**src/iso_rx_pkg.sv**
```systemverilog
// Shared constants for the isochronous receive context control block.
package iso_rx_pkg;
    // Context count and register map.
    localparam int NUM_CTX = 4;
    localparam logic [11:0] CTRL_SET_OFS = 12'h400;
    localparam logic [11:0] CTRL_CLR_OFS = 12'h404;
    localparam logic [11:0] CTX_STRIDE = 12'h020;
    localparam int CTX_SEL_LSB = 5;
    // Control register field positions.
    localparam int PACK_BIT = 31;
    localparam int HDR_BIT = 30;
    localparam int CYC_BIT = 29;
    localparam int MULTI_BIT = 28;
    localparam int SPLIT_BIT = 27;
    localparam int RUN_BIT = 15;
    localparam int RESUME_BIT = 12;
    localparam int DEAD_BIT = 11;
    localparam int ACTIVE_BIT = 10;
    localparam int SPD_LSB = 5;
    localparam int EVT_LSB = 0;
    // Value after reset; undefined fields are given zero.
    localparam logic [31:0] CTRL_RESET = 32'h0000_0000;
    // Speed codes.
    localparam logic [2:0] SPD_100 = 3'h0;
    localparam logic [2:0] SPD_200 = 3'h1;
    localparam logic [2:0] SPD_400 = 3'h2;
    // Event code written when a packet completes cleanly.
    localparam logic [4:0] EVT_COMPLETE = 5'h01;
    // Default buffer geometry in words.
    localparam int BUF_WORDS = 16;
    localparam int LEADING_WORDS = 2;
    // AHB encodings.
    localparam logic [1:0] HTRANS_NONSEQ = 2'h2;
    localparam logic [1:0] HTRANS_SEQ = 2'h3;
endpackage

```
**src/ctx_ctrl_if.sv**
```systemverilog
// Control and status bundle between the register file and one receive context engine.
`timescale 1ns/1ps
interface ctx_ctrl_if;
    logic run;
    logic packing;
    logic keep_hdr;
    logic start_on_cycle;
    logic many_ch;
    logic split;
    logic dead;
    logic active;
    logic rx_done;
    logic [2:0] spd;
    logic [4:0] evt;
    logic ready;
    logic out_valid;
    logic [31:0] out_data;
    logic out_part;
    logic out_close;
    modport engine (
        input run, packing, keep_hdr, start_on_cycle, many_ch, split, dead,
        output active, rx_done, spd, evt, ready, out_valid, out_data, out_part, out_close
    );
    modport regs (
        output run, packing, keep_hdr, start_on_cycle, many_ch, split, dead,
        input active, rx_done, spd, evt, ready, out_valid, out_data, out_part, out_close
    );
endinterface

```
**src/iso_rx_context_control.sv**
```systemverilog
// Isochronous receive context control: AHB-Lite register file and four context engines.
// Operation
// - Four contexts; control set at 400h, clear at 404h, stepping 32 bytes.
// - Packing on fills buffers back to back; off gives one packet per buffer.
// - Header retention keeps the 4-byte header and appends status plus time tag.
// - Without retention the header is stripped; a kept header precedes payload.
// - Cycle-matched start begins running when target cycle equals received cycle count.
// - Hardware clears the cycle-matched start bit once the context is active.
// - Many-channel receive accepts every masked channel, ignoring the match channel.
// - Otherwise only the single programmed match channel is accepted.
// - Split payload mode routes leading and trailing parts to separate buffer series.
// - Split payload mode forces many-channel and packing bits to zero.
// - Split payload bit ignores writes while active or run is one.
// - Run is software owned; hardware changes it only on reset.
// - Resume is set by software and cleared on each descriptor fetch unless software sets it in the same cycle.
// - Fatal error while run is set sets dead, run clear clears it; active shows processing.
//
// Implementation choice: the AHB-Lite register port.
`timescale 1ns/1ps
module iso_rx_context_control #(
    parameter int NUM_CTX = iso_rx_pkg::NUM_CTX,
    parameter int BUF_WORDS = iso_rx_pkg::BUF_WORDS,
    parameter int LEADING_WORDS = iso_rx_pkg::LEADING_WORDS
) (
    // Clock and reset.
    input wire logic hclk,
    input wire logic hresetn,
    input wire logic soft_reset,
    // AHB-Lite slave.
    input wire logic hsel,
    input wire logic [31:0] haddr,
    input wire logic [1:0] htrans,
    input wire logic hwrite,
    input wire logic [2:0] hsize,
    input wire logic hready,
    input wire logic [31:0] hwdata,
    output logic [31:0] hrdata,
    output logic hreadyout,
    output logic hresp,
    // Packet stream from the link layer.
    input wire logic pkt_valid,
    input wire logic pkt_first,
    input wire logic pkt_last,
    input wire logic [31:0] pkt_data,
    input wire logic [5:0] pkt_channel,
    input wire logic [2:0] pkt_speed,
    output logic pkt_ready,
    // Cycle start information.
    input wire logic cycle_start,
    input wire logic [12:0] cycle_count,
    input wire logic [15:0] cycle_time_tag,
    // Matching setup (one channel mask shared by all contexts) and per-context descriptor events.
    input wire logic [NUM_CTX*6-1:0] match_channel,
    input wire logic [NUM_CTX*13-1:0] target_cycle_number,
    input wire logic [63:0] channel_mask,
    input wire logic [NUM_CTX-1:0] desc_fetch,
    input wire logic [NUM_CTX-1:0] fatal_error,
    // Payload stream toward the DMA writer.
    output logic dma_valid,
    output logic [31:0] dma_data,
    output logic [1:0] dma_context,
    output logic dma_part,
    output logic dma_close
);
    // Bits software may set or clear through the set and clear addresses.
    localparam logic [31:0] SW_MASK = 32'hf800_9000;

    logic [31:0] ctrl_r [NUM_CTX];
    logic [31:0] ctrl_nxt [NUM_CTX];
    logic [31:0] rd_view [NUM_CTX];
    logic wr_pend_r;
    logic rd_wait_r;
    logic [11:0] dph_addr_r;
    logic [31:0] hrdata_r;

    ctx_ctrl_if cif [NUM_CTX] ();

    // Map a register offset to its context number and a hit flag for either the set or the clear address.
    function automatic logic [2:0] decode_ofs(input logic [11:0] ofs);
        logic [11:0] rel;
        logic hit;
        rel = ofs - iso_rx_pkg::CTRL_SET_OFS;
        hit = (ofs >= iso_rx_pkg::CTRL_SET_OFS) && (rel[11:7] == 5'h00) && (rel[4:3] == 2'h0) && (rel[1:0] == 2'h0);
        decode_ofs = {hit && (rel[2] == 1'b0 || rel[2] == 1'b1), rel[6:5]};
    endfunction

    // Address phase capture and data phase decode.
    wire aph_valid = hsel && hready && (htrans == iso_rx_pkg::HTRANS_NONSEQ || htrans == iso_rx_pkg::HTRANS_SEQ);
    wire [2:0] dph_dec = decode_ofs(dph_addr_r);
    wire dph_hit = dph_dec[2];
    wire [1:0] dph_ctx = dph_dec[1:0];
    wire dph_is_clr = dph_addr_r[2];
    wire do_write = wr_pend_r && dph_hit;

    // AHB pipeline: writes finish with no wait, reads take one wait state.
    always_ff @(posedge hclk or negedge hresetn) begin
        if (!hresetn) begin
            wr_pend_r <= 1'b0;
            rd_wait_r <= 1'b0;
            dph_addr_r <= 12'h000;
        end else if (hreadyout) begin
            wr_pend_r <= aph_valid && hwrite;
            rd_wait_r <= aph_valid && !hwrite;
            if (aph_valid) begin
                dph_addr_r <= haddr[11:0];
            end
        end else begin
            rd_wait_r <= 1'b0;
        end
    end

    // Read data is sampled in the wait state, after any earlier write has landed.
    always_ff @(posedge hclk or negedge hresetn) begin
        if (!hresetn) begin
            hrdata_r <= 32'h0000_0000;
        end else if (rd_wait_r) begin
            hrdata_r <= dph_hit ? rd_view[dph_ctx] : 32'h0000_0000;
        end
    end

    assign hreadyout = !rd_wait_r;
    assign hrdata = hrdata_r;
    assign hresp = 1'b0;

    // Per-context control register update and engine hookup.
    for (genvar n = 0; n < NUM_CTX; n++) begin : g_ctx
        wire sel = do_write && (dph_ctx == 2'(n));
        wire busy = ctrl_r[n][iso_rx_pkg::RUN_BIT] || ctrl_r[n][iso_rx_pkg::ACTIVE_BIT];
        wire [31:0] wmask = busy ? (SW_MASK & ~(32'h1 << iso_rx_pkg::SPLIT_BIT)) : SW_MASK;
        wire [31:0] set_v = (sel && !dph_is_clr) ? (hwdata & wmask) : 32'h0000_0000;
        wire [31:0] clr_v = (sel && dph_is_clr) ? (hwdata & wmask) : 32'h0000_0000;
        wire [31:0] sw_v = (ctrl_r[n] | set_v) & ~clr_v;
        wire run_clr = ctrl_r[n][iso_rx_pkg::RUN_BIT] && !sw_v[iso_rx_pkg::RUN_BIT];

        // Hardware updates; a set wins over a same-cycle clear for resume and dead, while a hardware clear wins for the other bits.
        always_comb begin
            ctrl_nxt[n] = sw_v;
            if (sw_v[iso_rx_pkg::SPLIT_BIT]) begin
                ctrl_nxt[n][iso_rx_pkg::MULTI_BIT] = 1'b0;
                ctrl_nxt[n][iso_rx_pkg::PACK_BIT] = 1'b0;
            end
            if (cif[n].active) begin
                ctrl_nxt[n][iso_rx_pkg::CYC_BIT] = 1'b0;
            end
            if (desc_fetch[n] && !set_v[iso_rx_pkg::RESUME_BIT]) begin
                ctrl_nxt[n][iso_rx_pkg::RESUME_BIT] = 1'b0;
            end
            if (run_clr) begin
                ctrl_nxt[n][iso_rx_pkg::DEAD_BIT] = 1'b0;
            end
            if (fatal_error[n] && ctrl_r[n][iso_rx_pkg::RUN_BIT]) begin
                ctrl_nxt[n][iso_rx_pkg::DEAD_BIT] = 1'b1;
            end
            ctrl_nxt[n][iso_rx_pkg::ACTIVE_BIT] = cif[n].active;
            if (cif[n].rx_done) begin
                ctrl_nxt[n][iso_rx_pkg::SPD_LSB +: 3] = cif[n].spd;
                ctrl_nxt[n][iso_rx_pkg::EVT_LSB +: 5] = cif[n].evt;
            end
        end

        // Run is touched only by software and the two resets.
        always_ff @(posedge hclk or negedge hresetn) begin
            if (!hresetn) begin
                ctrl_r[n] <= iso_rx_pkg::CTRL_RESET;
            end else if (soft_reset) begin
                ctrl_r[n] <= iso_rx_pkg::CTRL_RESET;
            end else begin
                ctrl_r[n] <= ctrl_nxt[n];
            end
        end

        // Reserved bits 26..13 except run, and 9..8, always read zero.
        assign rd_view[n] = ctrl_r[n] & 32'hf800_9cff;

        assign cif[n].run = ctrl_r[n][iso_rx_pkg::RUN_BIT];
        assign cif[n].packing = ctrl_r[n][iso_rx_pkg::PACK_BIT];
        assign cif[n].keep_hdr = ctrl_r[n][iso_rx_pkg::HDR_BIT];
        assign cif[n].start_on_cycle = ctrl_r[n][iso_rx_pkg::CYC_BIT];
        assign cif[n].many_ch = ctrl_r[n][iso_rx_pkg::MULTI_BIT];
        assign cif[n].split = ctrl_r[n][iso_rx_pkg::SPLIT_BIT];
        assign cif[n].dead = ctrl_r[n][iso_rx_pkg::DEAD_BIT];

        rx_context_engine #(
            .BUF_WORDS(BUF_WORDS),
            .LEADING_WORDS(LEADING_WORDS)
        ) u_engine (
            .hclk(hclk),
            .hresetn(hresetn),
            .c(cif[n]),
            .pkt_valid(pkt_valid),
            .pkt_first(pkt_first),
            .pkt_last(pkt_last),
            .pkt_data(pkt_data),
            .pkt_channel(pkt_channel),
            .pkt_speed(pkt_speed),
            .cycle_start(cycle_start),
            .cycle_count(cycle_count),
            .cycle_time_tag(cycle_time_tag),
            .match_channel(match_channel[n*6 +: 6]),
            .target_cycle_number(target_cycle_number[n*13 +: 13]),
            .channel_mask(channel_mask)
        );
    end

    // Flatten engine outputs so the merge below can index them.
    logic [NUM_CTX-1:0] ov;
    logic [NUM_CTX-1:0] rdy;
    logic [31:0] od [NUM_CTX];
    logic [NUM_CTX-1:0] opart;
    logic [NUM_CTX-1:0] oclose;
    for (genvar k = 0; k < NUM_CTX; k++) begin : g_flat
        assign ov[k] = cif[k].out_valid;
        assign rdy[k] = cif[k].ready;
        assign od[k] = cif[k].out_data;
        assign opart[k] = cif[k].out_part;
        assign oclose[k] = cif[k].out_close;
    end

    // The lowest numbered context wins when two emit in one cycle; with distinct
    // channels per context, as software is expected to set up, this never happens.
    always_comb begin
        dma_valid = 1'b0;
        dma_data = 32'h0000_0000;
        dma_context = 2'h0;
        dma_part = 1'b0;
        dma_close = 1'b0;
        for (int i = NUM_CTX - 1; i >= 0; i--) begin
            if (ov[i]) begin
                dma_valid = 1'b1;
                dma_data = od[i];
                dma_context = 2'(i);
                dma_part = opart[i];
                dma_close = oclose[i];
            end
        end
    end

    // A trailer being appended stalls the link for one cycle.
    assign pkt_ready = &rdy;
endmodule

```
**src/rx_context_engine.sv**
```systemverilog
// One isochronous receive context: channel filter, cycle-matched start and payload formatting.
`timescale 1ns/1ps
module rx_context_engine #(
    parameter int BUF_WORDS = iso_rx_pkg::BUF_WORDS,
    parameter int LEADING_WORDS = iso_rx_pkg::LEADING_WORDS
) (
    // Clock and reset.
    input wire logic hclk,
    input wire logic hresetn,
    // Register side.
    ctx_ctrl_if.engine c,
    // Packet stream from the link layer.
    input wire logic pkt_valid,
    input wire logic pkt_first,
    input wire logic pkt_last,
    input wire logic [31:0] pkt_data,
    input wire logic [5:0] pkt_channel,
    input wire logic [2:0] pkt_speed,
    // Cycle start information.
    input wire logic cycle_start,
    input wire logic [12:0] cycle_count,
    input wire logic [15:0] cycle_time_tag,
    // Matching setup held outside this block.
    input wire logic [5:0] match_channel,
    input wire logic [12:0] target_cycle_number,
    input wire logic [63:0] channel_mask
);
    logic active_r;
    logic in_pkt_r;
    logic trailer_r;
    logic [15:0] word_idx_r;
    logic [15:0] buf_cnt_r;
    logic [2:0] spd_r;
    logic done_r;
    logic out_valid_r;
    logic [31:0] out_data_r;
    logic out_part_r;
    logic out_close_r;

    // Channel filter and start condition.
    wire chan_hit = c.many_ch ? channel_mask[pkt_channel] : (pkt_channel == match_channel);
    wire cyc_hit = cycle_start && (cycle_count == target_cycle_number);
    wire start_ok = c.run && !c.dead && !active_r && (!c.start_on_cycle || cyc_hit);
    wire take_first = pkt_valid && pkt_first && active_r && chan_hit && !trailer_r;
    wire take_word = pkt_valid && in_pkt_r && !pkt_first && !trailer_r;
    wire take_any = take_first || take_word;
    // The header is stored only when retained; the payload always.
    wire emit_word = take_word || (take_first && c.keep_hdr);
    wire pkt_end = take_any && pkt_last;
    wire [31:0] trailer_word = {{8{1'b0}}, spd_r, iso_rx_pkg::EVT_COMPLETE, cycle_time_tag};
    // Payload words past the leading count go to the trailing buffer series.
    wire part_sel = c.split && take_word && (word_idx_r >= 16'(LEADING_WORDS));
    wire buf_full = (buf_cnt_r == 16'(BUF_WORDS - 1));
    wire word_close = c.packing ? buf_full : (pkt_end && !c.keep_hdr);
    wire emit_any = emit_word || trailer_r;
    wire close_any = trailer_r ? (c.packing ? buf_full : 1'b1) : word_close;

    // Context active state; it ends when run is cleared or on a fatal error.
    always_ff @(posedge hclk or negedge hresetn) begin
        if (!hresetn) begin
            active_r <= 1'b0;
        end else if (!c.run || c.dead) begin
            active_r <= 1'b0;
        end else if (start_ok) begin
            active_r <= 1'b1;
        end
    end

    // Packet framing and trailer sequencing.
    always_ff @(posedge hclk or negedge hresetn) begin
        if (!hresetn) begin
            in_pkt_r <= 1'b0;
            trailer_r <= 1'b0;
            word_idx_r <= 16'h0000;
            spd_r <= iso_rx_pkg::SPD_100;
            done_r <= 1'b0;
        end else begin
            done_r <= pkt_end;
            trailer_r <= pkt_end && c.keep_hdr;
            if (take_first) begin
                spd_r <= pkt_speed;
                word_idx_r <= 16'h0000;
            end else if (take_word) begin
                word_idx_r <= word_idx_r + 16'h0001;
            end
            if (pkt_end || !active_r) begin
                in_pkt_r <= 1'b0;
            end else if (take_first) begin
                in_pkt_r <= 1'b1;
            end
        end
    end

    // Buffer fill count and registered output word.
    always_ff @(posedge hclk or negedge hresetn) begin
        if (!hresetn) begin
            buf_cnt_r <= 16'h0000;
            out_valid_r <= 1'b0;
            out_data_r <= 32'h0000_0000;
            out_part_r <= 1'b0;
            out_close_r <= 1'b0;
        end else begin
            out_valid_r <= emit_any;
            out_close_r <= emit_any && close_any;
            if (emit_any) begin
                out_data_r <= trailer_r ? trailer_word : pkt_data;
                out_part_r <= part_sel;
                buf_cnt_r <= close_any ? 16'h0000 : buf_cnt_r + 16'h0001;
            end
        end
    end

    // Status toward the register file.
    assign c.active = active_r;
    assign c.rx_done = done_r;
    assign c.spd = spd_r;
    assign c.evt = iso_rx_pkg::EVT_COMPLETE;
    assign c.ready = !trailer_r;
    assign c.out_valid = out_valid_r;
    assign c.out_data = out_data_r;
    assign c.out_part = out_part_r;
    assign c.out_close = out_close_r;
endmodule

```
**config.mk**
```make
export PLATFORM = sky130hd
export DESIGN_NAME = iso_rx_context_control
export DESIGN_NICKNAME = d
export VERILOG_FILES = /design/src/iso_rx_pkg.sv /design/src/ctx_ctrl_if.sv /design/src/iso_rx_context_control.sv /design/src/rx_context_engine.sv
export SDC_FILE = /design/constraint.sdc
export NUM_CORES = 1
export LEC_CHECK = 0
export BUFFER_PORTS_ARGS = -buffer_cell sky130_fd_sc_hd__buf_2
export CAP_MARGIN = 20
export CELL_PAD_IN_SITES_DETAIL_PLACEMENT = 1
export CELL_PAD_IN_SITES_GLOBAL_PLACEMENT = 1
export CORE_AREA = 2 2 231 233
export CTS_CLUSTER_SIZE = 16
export DETAILED_ROUTE_END_ITERATION = 12
export DIE_AREA = 0 0 233 235
export GPL_TIMING_DRIVEN = 0
export HOLD_SLACK_MARGIN = 0.05
export PLACE_DENSITY_LB_ADDON = 0.1
export SYNTH_ARGS = -nofsm -noshare
export SYNTH_HDL_FRONTEND = slang
export SYNTH_SLANG_ARGS = --single-unit
```
**constraint.sdc**
```tcl
create_clock -name hclk -period 2.2 [get_ports hclk]
set_input_delay 0.44 -clock hclk [delete_from_list [all_inputs] [get_ports hclk]]
set_output_delay 0.44 -clock hclk [all_outputs]
set_load 0.02 [all_outputs]
```
[After elaboration in Yosys (flattened, before gate mapping)]
Index checks and enable logic that the tools add are counted.
Word-level totals
  register bits: 470
  output and inout bits: 72
  word-level logic and storage cells: 406
Operators by class
  add/subtract/negate cells: 9
  reduce and logical (&&, ||, !) cells: 184
  bitwise logic cells: 18
  equal/unequal tests: 17
  magnitude comparators: 7
  muxes and demuxes: 119
Operator list (count)
  $mux W32: 23
  $and A32 B32 Y32: 8
  $mux W16: 12
  $add A16 B1 Y16 const B: 8
  $not A32 Y32: 4
  $or A32 B32 Y32: 4
  $mux W28: 4
  $logic_and A1 B1 Y1: 101
  $mux W1: 70
  $bmux W32 S2: 1
  $eq A16 B4 Y1 const B: 4
  $ge A16 B2 Y1 const B: 4
  $eq A13 B13 Y1: 4
  $logic_not A1 Y1: 36
  $mux W8: 4
  $logic_or A1 B1 Y1: 29
  $eq A6 B6 Y1: 4
  $reduce_bool A2 Y1: 12
  $ge A12 B11 Y1 const B: 1
  $sub A12 B11 Y12 const B: 1
  $eq A2 B2 Y1 const B: 4
  $mux W2: 4
  $lt A6 B7 Y1 const B: 1
  $bmux W1 S6: 1
  other kinds (8): 10

[Longest topological paths before layout]
  word-level depth: 16
  gate-level depth with buffers: 14
  depth with buffers taken out: 10

[By module]
From an unflattened synthesis, not the netlist that was laid out.
Unflattened totals
  cell total of the unflattened synthesis: 2386
  area total of the unflattened synthesis: 23854.1 µm²
By module, submodules not included
  rx_context_engine (g_ctx[2].u_engine ...): area each 4498.1 µm², instances 2, cells each 456, seq. area each 1851.8 µm²
  iso_rx_context_control: area each 5861.9 µm², instances 1, cells each 586, seq. area each 2477.4 µm²
  rx_context_engine (g_ctx[1].u_engine): area each 4523.1 µm², instances 1, cells each 447, seq. area each 1851.8 µm²
  rx_context_engine (g_ctx[0].u_engine): area each 4473.0 µm², instances 1, cells each 441, seq. area each 1851.8 µm²

[Worst setup path before layout]
No wires, ideal clock.
  path type: input to register
  start: input pkt_channel[0]
  end: register g_ctx[0].u_engine.buf_cnt_r[3]
  data required time: 2076 ps
  cell stages on the path: 12
  arrival time: 3022 ps
  buffers on the path: 4
  path slack: -946 ps
  cell sequence: buf_6 -> buf_4 -> mux4_2 -> o22ai_1 -> nor2_1 -> a22o_2 -> a31o_4 -> a221oi_4 -> buf_6 -> buf_4 -> nor4_1 -> a211o_1
On the way
  longest elaborated chain between the ends: 11
  elaborated cells on any way between the ends: 15
RTL lines
  start: declaration: RTL line iso_rx_context_control.sv:45  | input wire logic [5:0] pkt_channel,
  $bmux W1 S6: RTL line rx_context_engine.sv:41  | wire chan_hit = c.many_ch ? channel_mask[pkt_channel] : (pkt_channel == match_channel);
  $mux W1 (implied by the code): RTL line rx_context_engine.sv:41
  $mux W1 (*): RTL line rx_context_engine.sv:41
  $logic_and A1 B1 Y1 (*) (2 in series): RTL line rx_context_engine.sv:44  | wire take_first = pkt_valid && pkt_first && active_r && chan_hit && !trailer_r;
  $logic_or A1 B1 Y1: RTL line rx_context_engine.sv:46  | wire take_any = take_first || take_word;
  $logic_and A1 B1 Y1: RTL line rx_context_engine.sv:49  | wire pkt_end = take_any && pkt_last;
  $logic_and A1 B1 Y1: RTL line rx_context_engine.sv:54  | wire word_close = c.packing ? buf_full : (pkt_end && !c.keep_hdr);
  $mux W1: RTL line rx_context_engine.sv:54
  $mux W1: RTL line rx_context_engine.sv:56  | wire close_any = trailer_r ? (c.packing ? buf_full : 1'b1) : word_close;
  $mux W16: RTL line rx_context_engine.sv:108  | buf_cnt_r <= close_any ? 16'h0000 : buf_cnt_r + 16'h0001;
  end signal: assignment: RTL line rx_context_engine.sv:108
  end: declaration: RTL line rx_context_engine.sv:32  | logic [15:0] buf_cnt_r;
Every way passes the cells marked *; elsewhere a longest branch is shown, timed or not. The select of a mux whose other input is x is not followed.
A chain may end at the register's enable or synchronous reset.

[Final worst setup path]
  start: input pkt_channel[0]
  end: register g_ctx[2].u_engine.buf_cnt_r[0]
On the way
  longest elaborated chain between the ends: 11
  elaborated cells on any way between the ends: 15
RTL lines (RTL line)
  $bmux W1 S6: rx_context_engine.sv:41
  $mux W1 (implied by the code): rx_context_engine.sv:41
  $mux W1 (*): rx_context_engine.sv:41
  $logic_and A1 B1 Y1 (*) (2 in series): rx_context_engine.sv:44
  $logic_or A1 B1 Y1: rx_context_engine.sv:46
  $logic_and A1 B1 Y1: rx_context_engine.sv:49
  $logic_and A1 B1 Y1: rx_context_engine.sv:54
  $mux W1: rx_context_engine.sv:54
  $mux W1: rx_context_engine.sv:56
  $mux W16: rx_context_engine.sv:108
  end signal: assignment: rx_context_engine.sv:108
  end: declaration: rx_context_engine.sv:32
Marked as above.

==> out/metrics.yaml <==
crit_chain: "buf_12, buf_12, buf_8, mux2i_2, mux4_2, a221oi_4, a22o_2, buf_4, nand3_2, a31o_4, buf_4, clkbuf_8, mux2_2"
dp_hpwl_mm: 49.7
io_pins: 369
rsz0062_at_grt: "yes"
status: "complete, but fails checks"
grt_pass1_wl_mm: 117
maxCapViolCount: 0
fp.dieW_um: 233
grt-ovfl-total: 0
grt_usage_pct: 27.3
m1WireLength_mm: 32.5
drt.antenna.violating_nets: 0
cts.path.max_buffers: 3
timing.final.ws_setup_ns: -0.509
antenna_found_initial: 7
fill_cells: 5738
crit_path_end_kind: "register"
clock_latency_ns: 0.59
cts-buffers-inserted: 45
htree_levels: 2
area_delta_synth_final_pct: 41.0
hold_viol_final: 0
min_path_type: "in2reg"
path_class: "in2reg"
fin_crit_sh_pct: 123
slew_viol_final: 0
worstPathRequired_ns: 2.67
initial_core_util_pct: 38.7
synth-edff-count: 0
synth-main-ff-cell: "dfrtp_1"
power.density_mw_per_mm2: 552
path_clk_slew_ns: 0.06
setup_viol: 360
irDropWorstVdd_v: 0.000524
grt_pass1_vias: 19963
hold_ws_ns: 0.0868
cts.sinks: 375
critical_path.startpoint_type: "input pin"
syn_avg_cell_area_sq_um: 9.48
wl_mm: 76.7
final_area_sq_mm: 0.0285
slew_headroom_pct: 37.6
crit_fanout: 6
seq_area_frac_synth_pct: 46.4
slowest_stage: "mux4_2"
final.min_clock_period_ns: 2.71
rows: 84
die_area_sq_mm: 0.0548
grt_max_degree: 116
drt_iter0_markers: 1070
violations: "setup timing"
yosysUniqueCellTypes: 68
gp_congestion: 0.882
cts_tree: "done"
fmax_ghz: 0.369
root_buffer: "clkbuf_16"
syn_area_sq_mm: 0.0202
fp.coreArea_sq_mm: 0.0522
async_flop_share_pct: 100
wl_met3_mm: 4.17
critPathArrivalTime_ns: 3.18
top_layer: "met5"
synth_seq_cells: 375
firstDrtPassIters: 5
numPortBuffers: 287
syn_inst: 2133
yosysWarnings: 0
layout.nets: 2941
placed_area_sq_mm: 0.0231
leakagePower_nw: 12.9
wl_met2_mm: 37.7
vias_per_cell: 5.59
crit_buf_inv: 6
final_layout_size_suffix_gt1_share_pct: 36.6
vias: 18757
critPathTopFamily: "multiplexers"
slowest_delay_ns: 0.51
reg2reg_slack_ns: -0.34
fin_worst_skew_ns: 0.0129
drc: 0
tightest_slew_ns: 0.936
wl_per_cell_um: 22.9
die_h_um: 235
[flip-flops by register name, indices dropped and copies added, names as in the netlist, 4 cells and up]
register / count
cif.many_ch: 4
cif.keep_hdr: 4
g_ctx.u_engine.c.out_data: 128
g_ctx.u_engine.c.active: 4
g_ctx.u_engine.in_pkt_r: 4
g_ctx.u_engine.c.spd: 12
cif.packing: 4
g_ctx.u_engine.word_idx_r: 64
cif.run: 4
hrdata: 13
g_ctx.u_engine.c.rx_done: 4
g_ctx.u_engine.c.out_close: 4
g_ctx.u_engine.buf_cnt_r: 64
g_ctx.u_engine.trailer_r: 4
cif.split: 4
g_ctx.u_engine.c.out_valid: 4
cif.dead: 4
dph_addr_r: 12
cif.start_on_cycle: 4
ctrl_r: 24
g_ctx.u_engine.c.out_part: 4
[area by class of cell]
class                           count  area [sq um]  share of cell area [%]
Clock inverter                     13          93.8                   0.329
Buffer                            147          1600                    5.61
Inverter                           52           211                   0.742
Multi-Input combinational cell   1571         11600                    40.8
Sequential cell                   375          9390                    32.9
Timing Repair Buffer              439          3380                    11.9
Antenna cell                        4          10.0                  0.0351
Tap cell                          688           861                    3.02
Clock buffer                       66          1330                    4.66
[worst reg2reg max path, cell delays in order, from the launching register on]
cell	delay, ns
dfrtp_1	0.42
ha_1	0.27
nand3_1	0.22
nor3_1	0.32
and3_1	0.26
and3_1	0.24
nand3_1	0.13
or4_4	0.54
o211ai_2	0.08
[final timing paths]
kind | start | end | cells past startpoint
setup / recovery | pkt_channel[0] | g_ctx[2].u_engine.buf_cnt_r[0] | 13
hold / removal | haddr[8] | dph_addr_r[8] | 2
setup reg to reg | g_ctx[1].u_engine.buf_cnt_r[0] | g_ctx[1].u_engine.buf_cnt_r[14] | 8
hold reg to reg | g_ctx[2].u_engine.c.out_data[20] | g_ctx[2].u_engine.c.out_data[20] | 2
max in group asynchronous | hresetn | g_ctx[3].u_engine.word_idx_r[15] | 3
min in group asynchronous | hresetn | g_ctx[1].u_engine.buf_cnt_r[9] | 2
[per-stage QoR]
| stage | utilization (%) | setup TNS [ns] | setup WS (ns) | std cells | power [mW] |
|---|---|---|---|---|---|
| 2_1_floorplan | - | -135.00 | -0.753 | 2152 | 7.71 |
| 3_3_place_gp | 44.1 | -3004.27 | -7.21 | 3127 | 8.29 |
| 3_5_place_dp | 44.2 | -330.48 | -1.57 | 3130 | 8.33 |
| 4_1_cts | 52.2 | -99.08 | -0.503 | 3320 | 15.8 |
| 5_1_grt | 54.5 | -139.60 | -0.576 | 3353 | 16.3 |
| 6_report | 54.6 | -109.46 | -0.509 | 3355 | 15.7 |
[cells in the mapped netlist (25+ instances only)]
cell type	instances	share of area [%]
o21ai_0	183	4.5
nor3_1	37	0.92
nand2b_1	29	0.90
and3_1	39	1.2
mux2i_1	119	5.9
xnor2_1	60	2.6
buf_4	25	0.93
a22o_1	28	1.2
a22oi_1	39	1.4
nand4_1	36	1.1
mux4_2	25	2.8
mux2_2	30	1.7
nand3_1	71	1.8
nor2b_1	25	0.77
dfrtp_1	375	46
inv_1	50	0.93
nor4_1	38	1.2
nor2_1	212	3.9
a21oi_1	106	2.6
nand2_1	230	4.3
xor2_1	72	3.1
clkbuf_1	95	1.8
[power by group]
| group | internal [mW] | switching [mW] | total (mW) |
|---|---|---|---|
| Combinational | 0.586 | 0.766 | 1.35 |
| Sequential | 6.97 | 0.0527 | 7.02 |
| Clock | 4.28 | 3.06 | 7.34 |
[metal layers]
metal / global-route usage [%] / vias up
li1: - / 8535
met1: 35.8 / 9592
met2: 45.7 / 491
met3: 4.72 / 133
met4: 8.98 / 6
met5: 0 / -
[cell usage in the layout, fill, tap and decap left out, types with 36 or more instances in the layout]
| cell | n |
|---|---|
| buf_4 | 112 |
| nor2_1 | 190 |
| clkbuf_1 | 44 |
| nand2_1 | 154 |
| nand2_4 | 39 |
| mux2i_1 | 112 |
| clkbuf_16 | 74 |
| nand3_1 | 63 |
| o21ai_0 | 44 |
| o21ai_2 | 58 |
| and3_1 | 39 |
| dfrtp_1 | 373 |
| nand2_2 | 36 |
| xnor2_1 | 60 |
| nand4_1 | 36 |
| buf_6 | 64 |
| xor2_1 | 72 |
| inv_1 | 47 |
| buf_2 | 255 |
| o21ai_1 | 80 |
| a21oi_1 | 84 |
[cells by family (layout without fill, tap and decap cells)]
family                     count (synthesis)  in the layout  share of synthesized area (%)
muxes                                    174            174                           10.3
xor gates and xnor gates                 132            132                           5.72
buffers and inverters                    207            717                           4.63
other                                      1             24                         0.0186
DFF                                      375            375                           46.4
AOI/OAI and AO/OA                        442            442                           13.4
and+or+nand+nor                          789            790                           18.7
adders and majority gates                 13             13                          0.805
[repair_timing]
| action | in CTS | in global routing |
|---|---|---|
| setup endpoints to repair | 347 | 365 |
| hold buffers | 2 | 0 |
| pin swaps | 94 | 114 |
| gates cloned | 27 | 8 |
| gates resized for setup | 470 | 288 |
| endpoints found under the hold margin | 68 | 0 |
| setup buffers | 95 | 32 |
Power figures use the tool's default switching activity.
